**src/rtl/msg_filter_defs.vh**
```
// constants for the monitor message selection bitmap
// assumes a 16-bit word-addressed ram port and a 16-bit command word
`ifndef MSG_FILTER_DEFS_VH
`define MSG_FILTER_DEFS_VH
`define FLT_BASE_ADDR 16'h0100
`define FLT_LAST_ADDR 16'h017F
`define FLT_WORDS 128
`define FLT_IDX_W 7
`define FLT_LAST_IDX 7'h7F
`define FLT_IDX_ZERO 7'h00
`define FLT_WORD_RESET 16'h0000
// command word fields
`define CMD_TA_HI 15
`define CMD_TA_LO 11
`define CMD_TR_BIT 10
`define CMD_SA_MSB 9
`define CMD_SA_LO3 5
`define CMD_SA_B3 8
`endif
```
**src/rtl/filter_ram.v**
```verilog
// 128 x 16 bitmap store with registered read port and a single write port
// assumes the owner sequences the sweep and keeps the host off meanwhile
`timescale 1ns/1ns
module filter_ram
(
  // clock
  input wire core_clk,
  // write port
  input wire wrEn,
  input wire [6:0] wrIdx,
  input wire [15:0] wrData,
  // read port
  input wire rdEn,
  input wire [6:0] rdIdx,
  output reg [15:0] rdData
);
  reg [15:0] mem [0:127];

  always @(posedge core_clk)
  begin
    if (wrEn)
      mem[wrIdx] <= wrData;
    if (rdEn)
      rdData <= mem[rdIdx];
  end
endmodule // filter_ram

```
**src/rtl/monitor_message_filter.v**
```verilog
// bitmap lookup deciding whether the monitor records each new message
// assumes host ram accesses and decoded command words are synchronous
`timescale 1ns/1ns
`include "msg_filter_defs.vh"

// Notes on behaviour
// - the bitmap is 128 sixteen-bit words at fixed ram base 0x0100.
// - a selected bit of 1 ignores the message, a bit of 0 records it.
// - after master reset all words 0x0100-0x017F read 0x0000.
// - each valid command word on an idle bus outside the clearing sweep starts a filtered message.
// - the word is picked by terminal address, T/R and subaddress msb.
// - each terminal owns four words, two receive and two transmit.
// - words run rx 15-0, rx 31-16, tx 15-0, tx 31-16; bit n is sa n or n+16.
// - terminal k starts at base plus four times k.
module monitor_message_filter
(
  // clock and reset
  input wire core_clk,
  input wire rst,
  // host ram port (word addresses)
  input wire hostSel,
  input wire hostWr,
  input wire [15:0] hostAddr,
  input wire [15:0] hostWdata,
  output reg [15:0] hostRdata,
  output reg hostAck,
  output wire hostHit,
  // command words from the decoder
  input wire cmdValid,
  input wire busIdle,
  input wire [15:0] cmdWord,
  // decision to the recording logic
  output reg msgValid,
  output reg msgRecord,
  output reg msgIgnore,
  output wire clearBusy
);
  // ----------------------------------------
  // states
  // ----------------------------------------
  localparam [3:0] ST_CLEAR = 4'h1;
  localparam [3:0] ST_IDLE = 4'h2;
  localparam [3:0] ST_LOOK = 4'h4;
  localparam [3:0] ST_HOST = 4'h8;

  reg [3:0] state_r;
  reg [3:0] state_nxt;
  reg [6:0] clrIdx_r;
  reg [3:0] bitSel_r;
  reg [6:0] lookIdx;
  reg ramWe;
  reg [6:0] ramWIdx;
  reg [15:0] ramWData;
  reg ramRe;
  reg [6:0] ramRIdx;
  wire [15:0] ramQ;
  wire hostInRange;
  wire [15:0] hostOff;
  wire newMsg;
  wire cmdTake;
  wire [4:0] cmdTa;
  wire cmdTr;
  wire cmdSaMsb;
  wire [3:0] cmdSaLow;
  wire hostTake;
  wire hostRead;
  wire lastClr;
  reg hostRd_r;

  // ----------------------------------------
  // host window decode
  // ----------------------------------------
  // only the low seven offset bits matter once the range check has passed
  assign hostOff = hostAddr - `FLT_BASE_ADDR;
  assign hostInRange = (hostAddr >= `FLT_BASE_ADDR) &&
                       (hostAddr <= `FLT_LAST_ADDR);
  assign hostHit = hostSel && hostInRange;
  assign clearBusy = state_r == ST_CLEAR;
  // a command in the same cycle wins, so the host sees no ack and retries
  assign hostTake = hostHit && !newMsg && !clearBusy;
  assign hostRead = hostTake && !hostWr;

  // ----------------------------------------
  // command word fields
  // ----------------------------------------
  assign cmdTa = cmdWord[`CMD_TA_HI:`CMD_TA_LO];
  assign cmdTr = cmdWord[`CMD_TR_BIT];
  assign cmdSaMsb = cmdWord[`CMD_SA_MSB];
  assign cmdSaLow = cmdWord[`CMD_SA_B3:`CMD_SA_LO3];
  assign newMsg = cmdValid && busIdle;
  // commands arriving during the sweep are dropped, not queued
  assign cmdTake = newMsg && !clearBusy;
  assign lastClr = clrIdx_r == `FLT_LAST_IDX;

  // ----------------------------------------
  // index from command word
  // ----------------------------------------
  // ta*4 + tr*2 + sa msb gives the four-word groups per terminal
  always @*
  begin
    lookIdx = {cmdTa, cmdTr, cmdSaMsb};
  end

  // ----------------------------------------
  // sequencing
  // ----------------------------------------
  // a pending command wins over the host so no message start is missed outside the clearing sweep
  always @*
  begin
    state_nxt = state_r;
    ramWe = 1'b0;
    ramWIdx = clrIdx_r;
    ramWData = `FLT_WORD_RESET;
    ramRe = 1'b0;
    ramRIdx = lookIdx;
    case (state_r)
      ST_CLEAR:
      begin
        ramWe = 1'b1;
        if (lastClr)
          state_nxt = ST_IDLE;
      end
      ST_IDLE, ST_LOOK, ST_HOST:
      begin
        if (newMsg)
        begin
          ramRe = 1'b1;
          state_nxt = ST_LOOK;
        end
        else if (hostHit)
        begin
          ramRIdx = hostOff[6:0];
          ramRe = !hostWr;
          ramWe = hostWr;
          ramWIdx = hostOff[6:0];
          ramWData = hostWdata;
          state_nxt = ST_HOST;
        end
        else
          state_nxt = ST_IDLE;
      end
      default:
        state_nxt = ST_CLEAR;
    endcase
  end

  always @(posedge core_clk)
  begin
    if (rst)
    begin
      state_r <= ST_CLEAR;
      bitSel_r <= 4'h0;
      hostAck <= 1'b0;
      hostRd_r <= 1'b0;
    end
    else
    begin
      state_r <= state_nxt;
      if (cmdTake)
        bitSel_r <= cmdSaLow;
      hostAck <= hostTake;
      hostRd_r <= hostRead;
    end
  end

  // ----------------------------------------
  // clearing sweep
  // ----------------------------------------
  // every reset restarts the sweep, so a reset in mid-run also wipes
  // whatever the host wrote before it
  always @(posedge core_clk)
  begin
    if (rst)
      clrIdx_r <= `FLT_IDX_ZERO;
    else if (clearBusy)
      clrIdx_r <= clrIdx_r + 7'h01;
  end

  // ----------------------------------------
  // outputs
  // ----------------------------------------
  always @(posedge core_clk)
  begin
    if (rst)
    begin
      msgValid <= 1'b0;
      msgRecord <= 1'b0;
      msgIgnore <= 1'b0;
    end
    else
    begin
      msgValid <= state_r == ST_LOOK;
      msgIgnore <= (state_r == ST_LOOK) && ramQ[bitSel_r];
      msgRecord <= (state_r == ST_LOOK) && !ramQ[bitSel_r];
    end
  end

  // read data stands until the next read; writes leave it alone
  always @(posedge core_clk)
  begin
    if (rst)
      hostRdata <= 16'h0000;
    else if (hostRd_r)
      hostRdata <= ramQ;
  end

  // ----------------------------------------
  // bitmap store
  // ----------------------------------------
  // the state machine hands the ports to one user per cycle
  filter_ram u_ram
  (
    .core_clk(core_clk),
    .wrEn(ramWe),
    .wrIdx(ramWIdx),
    .wrData(ramWData),
    .rdEn(ramRe),
    .rdIdx(ramRIdx),
    .rdData(ramQ)
  );
endmodule // monitor_message_filter

```
**config.mk**
```make
export PLATFORM = sky130hd
export DESIGN_NAME = monitor_message_filter
export DESIGN_NICKNAME = d
export VERILOG_FILES = /design/src/rtl/filter_ram.v /design/src/rtl/monitor_message_filter.v
export VERILOG_INCLUDE_DIRS = /design/src /design/src/rtl
export SDC_FILE = /design/constraint.sdc
export NUM_CORES = 2
export LEC_CHECK = 0
export ABC_CLOCK_PERIOD_IN_PS = 11000
export BUFFER_PORTS_ARGS = -buffer_cell sky130_fd_sc_hd__buf_2
export CAP_MARGIN = 40
export CORE_ASPECT_RATIO = 2
export CORE_MARGIN = 2
export CORE_UTILIZATION = 25
export CTS_BUF_LIST = sky130_fd_sc_hd__clkbuf_16
export DETAILED_ROUTE_END_ITERATION = 8
export SLEW_MARGIN = 0
export SYNTH_ARGS = -nofsm -noshare
export SYNTH_HDL_FRONTEND = slang
export SYNTH_SLANG_ARGS = --single-unit
```
**constraint.sdc**
```tcl
create_clock -name core_clk -period 11 [get_ports core_clk]
set_input_delay 0 -clock core_clk [delete_from_list [all_inputs] [get_ports core_clk]]
set_output_delay 0 -clock core_clk [all_outputs]
set_load 0.1 [all_outputs]
```
==> impl_metrics.ini <==
[status]
status = finished, final reports clean

[critical_path]
cpMaxStageDelayCell = a32o_1
r2r_setup_slack_ns = 5.04
r2r-start = state_r[1]$_SDFFE_PP0P_
crit_chain = o21ai_0, o2111ai_1, o21ai_4, buf_4, nand2_8, buf_12, buf_4, a211oi_1, a311oi_1, o21bai_1, a32o_1, nand4b_1
cp_max_fo = 125
critPathArrivalTime_ns = 6.53
r2r_end = u_ram.rdData[4]$_DFFE_PP_
start_kind = flip-flop
worstSetupPathType = reg -> reg
max_stage_delay_ns = 0.70
crit_start = state_r[1]$_SDFFE_PP0P_
cp-end-kind = flip-flop
cpMostUsedCell = buf_4
cp-endpoint = u_ram.rdData[4]$_DFFE_PP_
reg2reg_depth = 12
required_ns = 11.57

[sta]
period_minus_slack_ns = 5.96
tightest_slew_ns = 1.08
min_period_over_period_pct = 54.2
setup_violations = 0
setup_ws_ns = 5.04
fin_worst_skew_ns = 0.0486
slew_violations = 0
setup_tns_ns = 0
timing.fmax_ghz = 0.168
finalHoldViolCount = 0
rsz0062_at_grt = false
slew_headroom_pct = 28.0

[route]
wl_met3_mm = 14.3
wl_met2_mm = 141
wl_met1_mm = 84.0
vias_per_cell = 5.02
drtIter0Drc = 5352
num_vias = 51903
firstDrtPassIters = 8
ant_nets = 0
wirelength_mm = 266
route.detailed.drc = 0
top_layer = met5
post_drt_wl_per_cell_um = 25.8

[yosys]
syn_area_mm2 = 0.0841
yosysTopAreaCellShare_pct = 73.7
netlist_instances = 5609
synth_cell_types = 80
ys_seq_area_share_pct = 74.6
synth_edf_count = 2064
synth_seq_cells = 2100
synthFlopType = edfxtp_1
avgSynthCellArea_um2 = 15.0
synth_nets = 5664
synth_area_leaders = edfxtp_1 74%, a211oi_1 3.9%, nand2_1 3.4%, mux2i_1 3.3%, and3_1 2.6%
synth_warnings = 0
async_reset_ff_share_pct = 0
yosys.area.top_type = edfxtp_1

[finish]
layout_common_cells = 2064 x edfxtp_1, 766 x nand2_1, 441 x a211oi_1
drive_gt1_share_pct = 12.4
area_delta_synth_final_pct = 15.1
final_common_cell = edfxtp_1
fin_nets = 5813

[global_route]
grtUsageTotal_pct = 15.0
grt_pass1_vias = 51700
grt_pass1_wl_mm = 374
gr-total-overflow = 0
antenna_found_initial = 15
grt_start_max_net_pins = 211

[worst_hold_path]
hp-class = in -> reg

[clock_network]
cts_hold_buf = 40
cts_max_path_buffers = 4
cts_tree = done
cts_made_buffers = 164
htreeDepth = 4
clock-sinks = 2100
clkSlewWorstSetupHoldPaths_ns = 0.07
clk_root_buffer_cell = clkbuf_16
post_cts_buffers = 0
cts_resized = 0
clk_latency_ns = 0.85

[floorplan]
initial_utilization_pct = 25.1
dieArea_mm2 = 0.341
fp.dieW_um = 414
die_h_um = 824
core_area_mm2 = 0.335
rows = 301
io_pins = 76

[place]
pre_cts_ws_ns = 4.87
place.gp.congestion = 0.878
port_buffers = 70
hpwlAfterDp_mm = 166

[pwr]
leakage_uw = 0.0340
ir_drop_uv = 126
p_per_area_mw_per_mm2 = 162

[run]
drv_cap = 0
[sequential cells by signal, summed over array words and instances (netlist names), 4 cells and up]
| register | cells |
|---|---|
| u_ram.rdData | 16 |
| state_r | 4 |
| u_ram.mem | 2048 |
| hostRdata | 16 |
| clrIdx_r | 7 |
| bitSel_r | 4 |
[routing by layer]
metal / vias up / track usage [%]
met5: - / 0
met1: 26534 / 14.3
met4: 2 / 13.2
met2: 2172 / 28.1
li1: 22498 / -
met3: 697 / 1.66
[power breakdown]
| group | internal, uW | switching (uW) |
|---|---|---|
| Sequential | 8720 | 22.9 |
| Combinational | 238 | 610 |
| Clock | 3270 | 2810 |
| Total | 12200 | 3450 |
[worst min path at each step]
stage	start	endpoint	slack, ns	depth (start not counted)
after floorplan	hostWr	hostRd_r$_SDFF_PP0_	0.07	1
after global placement	cmdWord[6]	bitSel_r[1]$_SDFFE_PP0P_	0.27	3
after detailed placement	cmdWord[5]	bitSel_r[0]$_SDFFE_PP0P_	0.27	3
after CTS	hostAddr[6]	u_ram.rdData[11]$_DFFE_PP_	0.0005	4
after global routing	hostAddr[6]	u_ram.rdData[11]$_DFFE_PP_	0.06	4
final	hostAddr[6]	u_ram.rdData[11]$_DFFE_PP_	0.05	4
[synth_stat cells, types with 11 or more instances]
| master | instances |
|---|---|
| and3_1 | 349 |
| a21oi_1 | 169 |
| o32ai_1 | 12 |
| nand2_1 | 768 |
| nand3_1 | 128 |
| buf_4 | 17 |
| a31oi_1 | 40 |
| o41ai_1 | 17 |
| a211oi_1 | 442 |
| nor4_1 | 13 |
| o31ai_1 | 26 |
| buf_6 | 13 |
| a311oi_1 | 35 |
| or4_1 | 27 |
| a32oi_1 | 45 |
| clkbuf_1 | 235 |
| nand4_1 | 48 |
| a32o_1 | 71 |
| a31o_2 | 45 |
| o21ai_0 | 69 |
| o22ai_1 | 49 |
| buf_1 | 34 |
| a211o_1 | 72 |
| o221ai_1 | 11 |
| dfxtp_1 | 36 |
| edfxtp_1 | 2064 |
| buf_2 | 116 |
| nor3_1 | 19 |
| mux2i_1 | 278 |
| nor2_1 | 174 |
| inv_1 | 13 |
[layout make-up]
type | instances | area, um^2
tap | 4393 | 5500
fill | 33150 | 238000
multi-input combinational | 3077 | 19800
clock inverter | 114 | 1030
timing repair buffer | 401 | 3290
sequential | 2100 | 62700
inverter | 14 | 52.6
clock buffer | 171 | 4280
antenna | 63 | 158
[per-stage QoR]
stage / instance area (um^2) / utilization (%) / total power, uW / instances / hold WS, ns
after floorplan: 84100 / - / 9370 / 5609 / 0.0716
after CTS: 96700 / 28.8 / 15700 / 10269 / 0.000486
final: 96800 / 28.9 / 15700 / 10333 / 0.0515
after global placement: 90300 / 26.9 / 9710 / 9891 / 0.275
after global routing: 96800 / 28.9 / 16000 / 10332 / 0.0558
after detailed placement: 90900 / 27.1 / 9740 / 9944 / 0.268
[critical path: cells and delay by family (launching register included)]
kind / cells / cell delay (ns)
flops: 1 / 0.39
simple gates: 2 / 0.79
compound gates: 7 / 2.76
buf+inv: 3 / 1.46
[cell families after synthesis]
logic type      after synthesis  synth area share, %
simple gates               1575                 8.87
xor+xnor                      8               0.0833
mux                         286                 3.48
compound gates             1207                 10.7
buf+inv                     432                 2.30
fa+ha+maj                     1               0.0149
flops                      2100                 74.6
Note: power is estimated with default switching activity, not from simulation.
